## config.mk

```make
export PLATFORM = sky130hd
export DESIGN_NAME = pgr_ctrl
export DESIGN_NICKNAME = d
export VERILOG_FILES = /design/src/core/pgr_pkg.sv /design/src/core/pgr_scale.sv /design/src/core/pgr_ctrl.sv
export SDC_FILE = /design/constraint.sdc
export NUM_CORES = 1
export LEC_CHECK = 0
export ABC_AREA = 1
export BUFFER_PORTS_ARGS = -buffer_cell sky130_fd_sc_hd__buf_2
export CAP_MARGIN = 20
export CORE_MARGIN = 2
export CORE_UTILIZATION = 57
export CTS_CLUSTER_DIAMETER = 100
export DETAILED_ROUTE_END_ITERATION = 12
export HOLD_SLACK_MARGIN = 0.05
export MAX_ROUTING_LAYER = met4
export PLACE_DENSITY = 0.92
export SETUP_SLACK_MARGIN = 0.05
export SYNTH_ARGS = -nofsm -noshare
export SYNTH_HDL_FRONTEND = slang
export SYNTH_SLANG_ARGS = --single-unit
```

## constraint.sdc

```tcl
create_clock -name mclk_i -period 4.4 [get_ports mclk_i]
set_clock_uncertainty 0.15 [all_clocks]
set_input_delay 0 -clock mclk_i [delete_from_list [all_inputs] [get_ports mclk_i]]
set_output_delay 0 -clock mclk_i [all_outputs]
set_load 0.02 [all_outputs]
```

## src/core/pgr_pkg.sv

```systemverilog
// package for the gain and reference control block
package pgr_pkg;
    localparam logic [7:0] PGR_STATUS_ADDR = 8'h01;
    localparam logic [7:0] PGR_GAIN_ADDR = 8'h03;
    localparam logic [7:0] PGR_REFCTL_ADDR = 8'h05;
    localparam logic [7:0] PGR_IEXC1_ADDR = 8'h06;
    // gain register fields
    localparam int PGR_GAIN_LSB = 0;
    localparam int PGR_AMPEN_LSB = 3;
    // reference control fields
    localparam int PGR_INTERNAL_REF_POWER_LSB = 0;
    localparam int PGR_REF_SOURCE_SELECT_LSB = 2;
    localparam int PGR_NBUF_BIT = 4;
    localparam int PGR_PBUF_BIT = 5;
    // excitation register 1: rail detect enable bit
    localparam int PGR_RAILEN_BIT = 7;
    // status bit positions
    localparam int PGR_ST_REF1L = 0;
    localparam int PGR_ST_REF0L = 1;
    localparam int PGR_ST_NRAILN = 2;
    localparam int PGR_ST_NRAILP = 3;
    localparam int PGR_ST_PRAILN = 4;
    localparam int PGR_ST_PRAILP = 5;
    // reset values
    localparam logic [7:0] PGR_GAIN_RST = 8'h00;
    localparam logic [7:0] PGR_REFCTL_RST = 8'h00;
    localparam logic [7:0] PGR_IEXC1_RST = 8'h00;
    localparam logic [7:0] PGR_GVAL_RST = 8'h01;
    // amplifier enable and reference codes
    localparam logic [1:0] PGR_AMP_OFF = 2'h0;
    localparam logic [1:0] PGR_AMP_ON = 2'h1;
    localparam logic [1:0] PGR_REF_EXT0 = 2'h0;
    localparam logic [1:0] PGR_REF_EXT1 = 2'h1;
    localparam logic [1:0] PGR_REF_INT = 2'h2;
    localparam logic [1:0] PGR_REFPWR_OFF = 2'h0;
    localparam logic [1:0] PGR_REFPWR_SAVE = 2'h1;
    localparam logic [1:0] PGR_REFPWR_ON = 2'h2;
    localparam logic [2:0] PGR_GAIN_MAX_ANALOG = 3'h5;
    localparam int PGR_DATA_W = 24;
endpackage

```

## src/core/pgr_scale.sv

```systemverilog
// digital gain scaling of conversion results
`timescale 1ns/1ps
module pgr_scale #(
    parameter int W = pgr_pkg::PGR_DATA_W
) (
    input wire logic mclk_i,
    input wire logic rst_i,
    input wire logic [1:0] shift_i,
    input wire logic valid_i,
    input wire logic signed [W-1:0] data_i,
    output logic valid_o,
    output logic signed [W-1:0] data_o
);
    import pgr_pkg::*;
    logic valid_r;
    logic valid_nxt;
    logic signed [W-1:0] data_r;
    logic signed [W-1:0] data_nxt;

    always_comb begin
        valid_nxt = valid_i;
        data_nxt = data_r;
        if (valid_i) begin
            data_nxt = data_i <<< shift_i;
        end
    end

    always_ff @(posedge mclk_i or posedge rst_i) begin
        if (rst_i) begin
            valid_r <= 1'b0;
            data_r <= '0;
        end else begin
            valid_r <= valid_nxt;
            data_r <= data_nxt;
        end
    end

    assign valid_o = valid_r;
    assign data_o = data_r;
endmodule

```

## src/core/pgr_ctrl.sv

```systemverilog
// gain, amplifier enable and reference control with status flags
`timescale 1ns/1ps
//
// Contract
// - three-bit gain field decodes to gains 1 through 128.
// - enable code 00 powers down and bypasses amplifier; 01 enables it.
// - enabled gain 64 or 128 runs analog gain 32 plus digital scale.
// - four rail flags in status show amplifier outputs near rails.
// - rail detection runs only while rail-detect enable bit is set.
// - two-bit field selects internal or external reference; default pair 0.
// - select code 10 uses the internal reference.
// - power code 10 always on; 01 on but off in power-down.
// - internal reference stays off after reset until enabled.
// - reference buffer control bits are active low; 1 disables.
// - reference-low flags in status checked during every conversion.
module pgr_ctrl #(
    parameter int W = pgr_pkg::PGR_DATA_W
) (
    input wire logic mclk_i,
    input wire logic rst_i,
    input wire logic [7:0] reg_addr_i,
    input wire logic reg_wr_i,
    input wire logic [7:0] reg_wdata_i,
    output logic [7:0] reg_rdata_o,
    input wire logic power_down_i,
    input wire logic converting_i,
    input wire logic pos_out_high_rail_i,
    input wire logic pos_out_low_rail_i,
    input wire logic neg_out_high_rail_i,
    input wire logic neg_out_low_rail_i,
    input wire logic ref0_low_i,
    input wire logic ref1_low_i,
    input wire logic conv_valid_i,
    input wire logic signed [W-1:0] conv_data_i,
    output logic conv_valid_o,
    output logic signed [W-1:0] conv_data_o,
    output logic [2:0] analog_gain_sel_o,
    output logic [7:0] gain_value_o,
    output logic amp_power_o,
    output logic amp_bypass_o,
    output logic rail_detect_on_o,
    output logic [1:0] ref_source_select_o,
    output logic use_internal_ref_o,
    output logic internal_ref_power_o,
    output logic pos_ref_buffer_on_o,
    output logic neg_ref_buffer_on_o
);
    import pgr_pkg::*;

    // configuration registers
    logic [7:0] gain_r;
    logic [7:0] gain_nxt;
    logic [7:0] refctl_r;
    logic [7:0] refctl_nxt;
    logic [7:0] iexc1_r;
    logic [7:0] iexc1_nxt;
    // two-flop synchronisers
    logic [5:0] sync1_r;
    logic [5:0] sync2_r;
    logic pd_s1_r;
    logic pd_s2_r;
    logic cv_s1_r;
    logic cv_s2_r;
    // status flags, derived controls, read data
    logic [5:0] flags_r;
    logic [5:0] flags_nxt;
    logic [7:0] outs_nxt;
    logic [7:0] outs_r;
    logic [1:0] shift_nxt;
    logic [1:0] shift_r;
    logic [2:0] ana_nxt;
    logic [2:0] ana_r;
    logic [7:0] gval_nxt;
    logic [7:0] gval_r;
    logic [7:0] rdata_nxt;
    logic [7:0] rdata_r;

    function automatic logic [7:0] gain_decode(input logic [2:0] code);
        gain_decode = 8'h01 << code;
    endfunction

    logic [2:0] gcode;
    logic [1:0] amp_en;
    logic [1:0] refpwr;
    logic rail_en;
    logic [1:0] ref_source_select;
    assign gcode = gain_r[PGR_GAIN_LSB +: 3];
    assign ref_source_select = refctl_r[PGR_REF_SOURCE_SELECT_LSB +: 2];
    assign amp_en = gain_r[PGR_AMPEN_LSB +: 2];
    assign refpwr = refctl_r[PGR_INTERNAL_REF_POWER_LSB +: 2];
    assign rail_en = iexc1_r[PGR_RAILEN_BIT];

    // register writes
    always_comb begin
        gain_nxt = gain_r;
        refctl_nxt = refctl_r;
        iexc1_nxt = iexc1_r;
        if (reg_wr_i) begin
            case (reg_addr_i)
                PGR_GAIN_ADDR: gain_nxt = reg_wdata_i;
                PGR_REFCTL_ADDR: refctl_nxt = reg_wdata_i;
                PGR_IEXC1_ADDR: iexc1_nxt = reg_wdata_i;
                default: gain_nxt = gain_r;
            endcase
        end
    end

    // status flags follow the monitors
    always_comb begin
        flags_nxt = '0;
        if (rail_en) begin
            flags_nxt[5:2] = sync2_r[5:2];
        end
        if (cv_s2_r) begin
            flags_nxt[1:0] = sync2_r[1:0];
        end else begin
            flags_nxt[1:0] = flags_r[1:0];
        end
    end

    // derived controls
    always_comb begin
        shift_nxt = 2'h0;
        ana_nxt = gcode;
        gval_nxt = gain_decode(gcode);
        if (amp_en == PGR_AMP_ON && gcode > PGR_GAIN_MAX_ANALOG) begin
            ana_nxt = PGR_GAIN_MAX_ANALOG;
            shift_nxt = 2'(gcode - PGR_GAIN_MAX_ANALOG);
        end
        outs_nxt[0] = (amp_en == PGR_AMP_ON);
        outs_nxt[1] = (amp_en == PGR_AMP_OFF);
        outs_nxt[2] = rail_en && (amp_en == PGR_AMP_ON);
        outs_nxt[3] = (ref_source_select == PGR_REF_INT);
        outs_nxt[4] = (refpwr == PGR_REFPWR_ON) ||
                      (refpwr == PGR_REFPWR_SAVE && !pd_s2_r);
        outs_nxt[5] = !refctl_r[PGR_PBUF_BIT];
        outs_nxt[6] = !refctl_r[PGR_NBUF_BIT];
        outs_nxt[7] = 1'b0;
    end

    always_ff @(posedge mclk_i or posedge rst_i) begin
        if (rst_i) begin
            gain_r <= PGR_GAIN_RST;
            refctl_r <= PGR_REFCTL_RST;
            iexc1_r <= PGR_IEXC1_RST;
            sync1_r <= '0;
            sync2_r <= '0;
            pd_s1_r <= 1'b0;
            pd_s2_r <= 1'b0;
            cv_s1_r <= 1'b0;
            cv_s2_r <= 1'b0;
            flags_r <= '0;
            outs_r <= '0;
            shift_r <= '0;
            ana_r <= '0;
            gval_r <= PGR_GVAL_RST;
            rdata_r <= '0;
        end else begin
            gain_r <= gain_nxt;
            refctl_r <= refctl_nxt;
            iexc1_r <= iexc1_nxt;
            sync1_r <= {pos_out_high_rail_i, pos_out_low_rail_i,
                        neg_out_high_rail_i, neg_out_low_rail_i,
                        ref0_low_i, ref1_low_i};
            sync2_r <= sync1_r;
            pd_s1_r <= power_down_i;
            pd_s2_r <= pd_s1_r;
            cv_s1_r <= converting_i;
            cv_s2_r <= cv_s1_r;
            flags_r <= flags_nxt;
            outs_r <= outs_nxt;
            shift_r <= shift_nxt;
            ana_r <= ana_nxt;
            gval_r <= gval_nxt;
            rdata_r <= rdata_nxt;
        end
    end

    // read data selection, registered
    always_comb begin
        rdata_nxt = 8'h00;
        case (reg_addr_i)
            PGR_STATUS_ADDR: begin
                rdata_nxt[PGR_ST_PRAILP] = flags_r[5];
                rdata_nxt[PGR_ST_PRAILN] = flags_r[4];
                rdata_nxt[PGR_ST_NRAILP] = flags_r[3];
                rdata_nxt[PGR_ST_NRAILN] = flags_r[2];
                rdata_nxt[PGR_ST_REF0L] = flags_r[1];
                rdata_nxt[PGR_ST_REF1L] = flags_r[0];
            end
            PGR_GAIN_ADDR: rdata_nxt = gain_r;
            PGR_REFCTL_ADDR: rdata_nxt = refctl_r;
            PGR_IEXC1_ADDR: rdata_nxt = iexc1_r;
            default: rdata_nxt = 8'h00;
        endcase
    end

    pgr_scale #(.W(W)) u_scale (
        .mclk_i(mclk_i),
        .rst_i(rst_i),
        .shift_i(shift_r),
        .valid_i(conv_valid_i),
        .data_i(conv_data_i),
        .valid_o(conv_valid_o),
        .data_o(conv_data_o)
    );

    // output drive
    assign reg_rdata_o = rdata_r;
    assign analog_gain_sel_o = ana_r;
    assign gain_value_o = gval_r;
    assign amp_power_o = outs_r[0];
    assign amp_bypass_o = outs_r[1];
    assign rail_detect_on_o = outs_r[2];
    assign ref_source_select_o = ref_source_select;
    assign use_internal_ref_o = outs_r[3];
    assign internal_ref_power_o = outs_r[4];
    assign pos_ref_buffer_on_o = outs_r[5];
    assign neg_ref_buffer_on_o = outs_r[6];
endmodule

```

==> flow_summary_export.csv, run 1 <==
group,metric,value,unit
outcome,status,"finished clean",
critical_path,worstSetupStartpointType,"flop",
logic_synthesis,yosysSeqAreaShare,57.5,%
clocking,cts_root_buf,"clkbuf_8",
clocking,cts_buffers,9,
clocking,h-tree-depth,3,
sta,drv_slew,0,
clocking,cts_tree,"yes",
detailed_routing,wl_per_cell,16.8,um
critical_path,crit_arrival,3200,ps
sta,fin_tns_setup,0,ps
sta,hold_ws,121,ps
min_path,hp-class,"input port to flop",
place,dp_slack,2560,ps
global_routing,antenna_found_initial,0,
clocking,clock_sinks,99,
detailed_routing,routed_wl,12.5,mm
power,ir_drop,0.000227,V
clocking,clk_pin_slew,100,ps
sta,period_share,70.5,%
global_routing,grt_pass1_wl,20.0,mm
floorplan,core,7290,um2
detailed_routing,route.detailed.drc,0,
clocking,ctsHoldBuffers,68,
final_layout,diodes,0,
place,place_hpwl,6.55,mm
logic_synthesis,ys.warnings.count,0,
critical_path,reg2reg_slack,1300,ps
sta,setup_viol,0,
floorplan,io_pins,105,
flow_run,maxCapViolations,0,
floorplan,die_x,91,um
logic_synthesis,synth_seq_cells,99,
floorplan,die_height,91,um
final_layout,area_growth,34.2,%
detailed_routing,vias,4113,
global_routing,grtUsageTotal,31.5,%
global_routing,grt_max_degree,66,
logic_synthesis,syn_nets,529,
detailed_routing,ant_nets,0,
clocking,clockBufferDepth,2,
sta,tightest_slew,806,ps
detailed_routing,drt_iter0_drc,307,
sta,finalCriticalPeriod,3100,ps
floorplan,std_cell_rows,31,
logic_synthesis,syn_avg_cell_area,9.12,um2
final_layout,layout.nets,696,
critical_path,path_max_fanout,24,
critical_path,end_kind,"flop",
power,p_leak,3.11,nW
power,p_per_area,337,nW/um2
final_layout,drive_gt1_share,26.4,%
sta,fin_ws,1300,ps
detailed_routing,vias_per_cell,5.53,
logic_synthesis,yosysUniqueCellTypes,27,
sta,max_freq,322,MHz
sta,hold_viol,0,
floorplan,fp.dieArea,8280,um2
global_routing,gr-total-overflow,0,
critical_path,worstPathRequired,4500,ps
global_routing,grt_pass1_vias,4184,
logic_synthesis,synth.cell_area,4310,um2
place,port_buffers,104,
place,place_congestion,0.900,
clocking,clk_latency,360,ps
detailed_routing,dr.pass1.iters,7,
floorplan,start_util,59.2,%
clocking,post_cts_buffers,0,
sta,relSlewSlack,46.3,%
critical_path,critPathKind,"flop to flop",
power,power,1.95,mW
clocking,cts.repair.resized,0,
logic_synthesis,netlist_instances,473,
final_layout,post-route-util,79.4,%
sta,rsz0062_at_grt,"no",
## registers in the layout, summed over array words and instances, names as in the netlist, 7 cells and up
signal and cells:
gain_r 8, gain_value_o 8, iexc1_r 8, outs_r 7, refctl_r 8, reg_rdata_o 8, u_scale.data_o 24
## cells by family (layout without fill, tap and decap cells)
kind of cell	Yosys count	in the layout	share of synthesized area (%)
flip-flops	99	99	57.5
AO/OA/AOI/OAI	47	47	8.06
AND/OR/NAND/NOR	244	244	25.1
buffers and inverters	77	249	7.74
multiplexers	2	2	0.522
adder cells (fa/ha/maj)	4	4	1.16
## final cells by class
type                    instances  area [um2]
well taps                      99         124
repair buffers                174        1220
clock buffers                   9         124
multi-input cells             297        1500
flip-flops and latches         99        2480
fillers                       406        1500
clock inverters                 7         116
inverters                      59         224
## per-stage QoR
stage / area [um2] / std cells
finish: 5790 / 744
floorplan: 4310 / 473
detailed placement: 4870 / 660
CTS: 5790 / 744
global placement: 4860 / 659
global route: 5790 / 744
## per-layer routing
metal,global-route usage [%],share of wire [%],vias up
li1,-,-,1810
met1,35.5,35,1903
met2,53.9,50,329
met3,6.64,10,71
met4,14.8,4.9,0
met5,-,0,-
## placed cells by master, fill, tap and decap left out, types with 7 or more instances in the layout
cell type,instances
buf_2,104
clkbuf_8,9
dfrtp_1,98
dlygate4sd3_1,68
inv_1,53
nand2_1,166
nand2_2,8
nand3_1,43
nor2_1,16
o21ai_0,7
o21ai_2,24
## critical path, stage by stage (launching register included)
cell and delay [ps]:
dfrtp_1 870, inv_2 390, nand2_1 190, nand2_1 80, dlygate4sd3_1 610, nand2_1 70
nand3_1 70, dlygate4sd3_1 560
## where the power goes
group,total [mW],internal [mW],switching [mW],leakage [nW]
sequential,0.989,0.957,0.0313,1.27
clock,0.692,0.377,0.316,0.119
combinational,0.270,0.113,0.157,1.72
## cell usage after synthesis, drive strengths merged
cell      n  area share (%)
a21oi     6            0.70
a22o      1            0.20
a22oi     1            0.17
a31oi     1            0.15
buf      13             2.2
clkbuf    5            0.44
dfrtp    98              57
dfstp     1            0.61
ha        4             1.2
inv      59             5.1
mux2      2            0.52
nand2   174              16
nand3    46             6.2
nand4     3            0.44
nor2     20             2.6
nor3b     1            0.17
o211ai    6             1.0
o21ai    32             5.8
## worst paths after layout
check,startpoint,endpoint,cells past startpoint
max,shift_r[0],u_scale.data_o[19],7
min,pos_out_high_rail_i,sync1_r[5],2
max reg2reg,shift_r[0],u_scale.data_o[19],7
min reg2reg,sync1_r[4],sync2_r[4],0
max in group asynchronous,rst_i,gain_value_o[3],4
min in group asynchronous,rst_i,u_scale.data_o[18],3
Power figures use the tool's default switching activity.
==> run 2, diff against run 1 <==
Settings changed: CORE_UTILIZATION 57 to 53, PLACE_DENSITY 0.92 to 0.87.
Clock period 4.4 ns to 2.9 ns, I/O delays scaled along.
==> run 2 against run 1 <==
  * Die area up 7.2%
  * Fmax up 12%
  * Non-clock buffer count up 6
  * Hold slack worse by 48 ps
  * Largest power group unchanged
  * Highest routed layer unchanged
  * Core utilization down 5.4 points
==> flow_summary_export.csv, run 2 (synthesis results as in run 1) <==
group,metric,value,unit
critical_path,worstSetupStartpointType,"flop",
power,p_leak,3.11,nW
global_routing,grt_pass1_wl,18.6,mm
critical_path,end_kind,"flop",
critical_path,path_max_fanout,24,
critical_path,cp_cell_sequence,"inv_2 > nand2_1 > nand2_1 > dlygate4sd3_1 > nand2_1 > nand3_1 > dlygate4sd3_1",
place,port_buffers,104,
sta,setup_viol,0,
clocking,cts_buffers,9,
critical_path,critPathBufInv,3,
place,place_hpwl,6.50,mm
sta,relSlewSlack,60.9,%
floorplan,std_cell_rows,32,
critical_path,cpMostUsedCell,"nand2_1",
critical_path,crit_arrival,2860,ps
clocking,clockBufferDepth,2,
floorplan,die_x,94.2,um
detailed_routing,route.detailed.drc,0,
place,place_congestion,0.861,
sta,max_freq,362,MHz
floorplan,start_util,55.3,%
final_layout,drive_gt1_share,26.0,%
global_routing,grtUsageTotal,28.1,%
final_layout,multiInputGateArea,1500,um2
final_layout,largest_reg_flops,24,
detailed_routing,routed_wl,11.5,mm
critical_path,critPathTopFamily,"buffers and inverters",
global_routing,grt_pass1_vias,3958,
power,p_per_area,472,nW/um2
clocking,clk_latency,360,ps
flow_run,maxCapViolations,0,
final_layout,diodes,0,
global_routing,antenna_found_initial,0,
clocking,cts_root_buf,"clkbuf_8",
critical_path,crit_slowest_cell,"dfrtp_2",
critical_path,worst_path_largest_cell_delay,630,ps
sta,hold_viol,0,
clocking,h-tree-depth,3,
floorplan,fp.dieArea,8880,um2
final_layout,layout_common_cells,"nand2_1, buf_2, dfrtp_1",
sta,tightest_slew,584,ps
detailed_routing,vias_per_cell,5.26,
detailed_routing,drt_iter0_drc,399,
min_path,hp-class,"input port to async pin",
final_layout,fillers,490,
sta,rsz0062_at_grt,"no",
floorplan,core,7810,um2
clocking,clk_pin_slew,110,ps
floorplan,die_height,94.2,um
final_layout,area_growth,34.0,%
detailed_routing,ant_nets,0,
sta,finalCriticalPeriod,2760,ps
global_routing,gr-total-overflow,0,
detailed_routing,wl_per_cell,15.3,um
outcome,status,"finished clean",
critical_path,worstPathRequired,3000,ps
global_routing,grt_max_degree,46,
critical_path,critPathKind,"flop to flop",
final_layout,instances_no_fill,753,
detailed_routing,dr.pass1.iters,5,
final_layout,final-seq-area,2480,um2
final_layout,layout_commonest_cell,"nand2_1",
sta,drv_slew,0,
clocking,clock_sinks,99,
floorplan,io_pins,105,
place,dp.cells,664,
power,ir_drop,0.000301,V
final_layout,layout.nets,702,
sta,fin_tns_setup,0,ps
sta,period_share,95.2,%
clocking,cts_tree,"yes",
detailed_routing,vias,3964,
==> run 2: timing repair <==
item | CTS | global route
setup buffers | 0 | 0
hold endpoints to repair | 107 | 0
gates resized for setup | 0 | 1
setup endpoints to repair | 0 | 6
hold buffers | 73 | 0
==> run 2: final timing paths <==
check | from | endpoint | slack [ps] | cells past startpoint
worst max-delay path | shift_r[0] | u_scale.data_o[19] | 140 | 7
worst min-delay path | rst_i | u_scale.data_o[6] | 70 | 3
worst max register to register | shift_r[0] | u_scale.data_o[19] | 140 | 7
worst min register to register | sync1_r[0] | sync2_r[0] | 200 | 0
max in group asynchronous | rst_i | gain_value_o[0] | 1690 | 4
min in group mclk_i | pos_out_low_rail_i | sync1_r[4] | 130 | 2
==> run 2: worst register-to-register path: stages (launching register included) <==
cell           delay, ps
dfrtp_2              630
inv_2                280
nand2_1              160
nand2_1               60
dlygate4sd3_1        580
nand2_1               70
nand3_1              100
dlygate4sd3_1        610
==> run 2: final cells by class <==
class,count,share of cell area (%)
clock buffer,14,2.81
clock inverter,2,0.173
inverter,59,3.88
multi-input combinational,297,26.0
sequential,99,42.9
tap,102,2.21
timing repair buffer,180,22.0
==> run 2: metrics by stage <==
step | area, um2 | utilization (%) | power, mW | worst slack, ps | hold WS (ps)
2_1_floorplan | 4310 | - | 1.71 | 161 | -119
3_3_place_gp | 4870 | 62.4 | 1.82 | 1240 | -67.0
3_5_place_dp | 4870 | 62.4 | 1.83 | 1160 | -57.3
4_1_cts | 5780 | 74.0 | 2.71 | 120 | 97.0
5_1_grt | 5780 | 74.0 | 2.83 | 101 | 125
6_report | 5780 | 74.0 | 2.73 | 140 | 73.1
==> run 2: power breakdown <==
group / internal (mW) / switching, mW
clock: 0.358 / 0.458
combinational: 0.178 / 0.233
sequential: 1.45 / 0.0461
total: 1.99 / 0.738
==> run 2: per-layer routing <==
layer	GRT usage, %	routed length [um]
met5	-	0
met1	32.5	4410
met4	15.2	515
met3	5.22	897
met2	46.7	5680
==> run 3, diff against run 2 <==
Settings changed: CELL_PAD_IN_SITES_DETAIL_PLACEMENT set to 1, CELL_PAD_IN_SITES_GLOBAL_PLACEMENT set to 2, CORE_UTILIZATION 53 to 29, PLACE_DENSITY 0.87 to 0.84.
Clock period 2.9 ns to 2.4 ns, I/O delays scaled along.
==> run 3 against run 2 <==
  * Critical endpoint is now u_scale.data_o[17]
  * Total power up 40%
  * Hold slack better by 63 ps
  * Largest power group unchanged
  * Combinational power up 18%
  * Largest cell class unchanged
  * Sequential cell count unchanged
==> flow_summary_export.csv, run 3 (synthesis results as in run 1) <==
group,metric,value,unit
outcome,status,"finished clean",
global_routing,grt_max_degree,45,
final_layout,area_growth,39.5,%
sta,tightest_slew,636,ps
place,place_congestion,0.786,
place,place_hpwl,8.45,mm
final_layout,finalInstanceArea,6020,um2
global_routing,gr-total-overflow,0,
detailed_routing,vias_per_cell,4.47,
floorplan,io_pins,105,
clocking,cts_buffers,9,
sta,hold_ws,136,ps
place,place_area,5010,um2
floorplan,fp.dieArea,15900,um2
sta,max_freq,440,MHz
sta,period_share,94.8,%
clocking,clk_latency,350,ps
final_layout,layout.nets,700,
place,port_buffers,104,
detailed_routing,route.detailed.drc,0,
floorplan,die_height,126,um
detailed_routing,vias,3727,
detailed_routing,routed_wl,12.1,mm
clocking,clock_sinks,99,
floorplan,die_x,126,um
global_routing,grtUsageTotal,16.4,%
floorplan,std_cell_rows,44,
critical_path,worst_path_largest_cell_delay,570,ps
final_layout,drive_gt1_share,27.0,%
detailed_routing,dr.pass1.iters,4,
sta,rsz0062_at_grt,"yes",
power,p_per_area,633,nW/um2
final_layout,layout_common_cells,"nand2_1, buf_2, dfrtp_1",
detailed_routing,met1_length,5.36,mm
sta,hold_viol,0,
critical_path,end_kind,"flop",
detailed_routing,ant_nets,0,
detailed_routing,drt_iter0_drc,146,
detailed_routing,wl_met2,5.96,mm
final_layout,diodes,0,
critical_path,critPathKind,"flop to flop",
sta,finalCriticalPeriod,2280,ps
clocking,cts_root_buf,"clkbuf_16",
final_layout,layout_commonest_cell,"nand2_1",
critical_path,cpMostUsedCell,"nand2_1",
sta,setup_viol,0,
critical_path,crit_slowest_cell,"dlygate4sd3_1",
power,ir_drop,0.000372,V
floorplan,core,14500,um2
clocking,post_cts_buffers,0,
place,dp_slack,911,ps
critical_path,crit_arrival,2350,ps
clocking,h-tree-depth,3,
critical_path,cp_cell_sequence,"buf_6 > nand2_1 > nand2_1 > dlygate4sd3_1 > nand2_1 > nand3_1 > dlygate4sd3_1",
sta,fin_ws,125,ps
flow_run,maxCapViolations,0,
global_routing,antenna_found_initial,0,
floorplan,start_util,29.7,%
clocking,clk_pin_slew,70,ps
clocking,cts_tree,"yes",
global_routing,grt_pass1_vias,4034,
min_path,hp-class,"input port to async pin",
critical_path,path_max_fanout,23,
critical_path,worstSetupStartpointType,"flop",
clocking,clockBufferDepth,2,
critical_path,worstPathRequired,2470,ps
final_layout,largest_reg_flops,24,
sta,relSlewSlack,57.5,%
detailed_routing,routed.top_layer,"met4",
sta,drv_slew,0,
power,p_leak,3.16,nW
global_routing,grt_pass1_wl,20.1,mm
detailed_routing,wl_per_cell,14.6,um
detailed_routing,dr_wl_met3,621,um
sta,fin_tns_setup,0,ps
-- run 3: changes by cell type in the layout (fill, tap and decap cells not counted), sizes merged --
cell / change
clkinvlp: +2
buf: +2
bufinv: +1
clkinv: -1
nor2: +1
dlygate4sd3: -5
inv: +2
clkbuf: -4
-- run 3: power by group --
| group | total, mW | internal, mW | leakage, nW | switching, mW |
|---|---|---|---|---|
| combinational | 0.486 | 0.210 | 1.73 | 0.276 |
| clock | 1.51 | 0.850 | 0.151 | 0.660 |
| sequential | 1.81 | 1.76 | 1.27 | 0.0553 |
-- run 3: area by class of cell --
type	count	area [um2]
clock inverters	6	71.3
flip-flops and latches	99	2480
well taps	184	230
multi-input cells	298	1520
clock buffers	10	239
fillers	1721	8520
inverters	59	228
repair buffers	177	1250
-- run 3: metrics by stage --
| stage | util, % | std cells | total power, mW |
|---|---|---|---|
| 5_1_grt | 41.4 | 833 | 3.99 |
| 2_1_floorplan | - | 473 | 2.06 |
| 6_report | 41.4 | 833 | 3.81 |
| 3_5_place_dp | 34.4 | 748 | 2.24 |
| 3_3_place_gp | 34.4 | 748 | 2.22 |
| 4_1_cts | 41.3 | 832 | 3.87 |
-- run 3: critical path, delay by kind of cell (launching register included) --
kind,cells,cell delay [ps]
buffers and inverters,3,1320
flip-flops,1,420
AND/OR/NAND/NOR,4,260
-- run 3: worst paths after layout --
| check | depth (start not counted) | end | slack (ps) | startpoint |
|---|---|---|---|---|
| max in group asynchronous | 4 | sync1_r[0] | 1220 | rst_i |
| max | 7 | u_scale.data_o[17] | 120 | shift_r[0] |
| min | 3 | u_scale.valid_o | 140 | rst_i |
| max reg2reg | 7 | u_scale.data_o[17] | 120 | shift_r[0] |
| min reg2reg | 0 | cv_s2_r | 200 | cv_s1_r |
| min in group mclk_i | 2 | pd_s1_r | 140 | power_down_i |
-- run 3: routing by layer --
| layer | vias up | global-route usage, % |
|---|---|---|
| met2 | 102 | 27.4 |
| met3 | 15 | 3.40 |
| met5 | - | - |
| li1 | 1824 | - |
| met4 | 0 | 5.24 |
| met1 | 1786 | 19.8 |
-- run 3: what timing repair did --
item                                    in CTS  in global routing
resized for setup                            0                  4
endpoints found under the setup margin       0                  4
endpoints found under the hold margin      121                  0
hold buffers                                68                  0
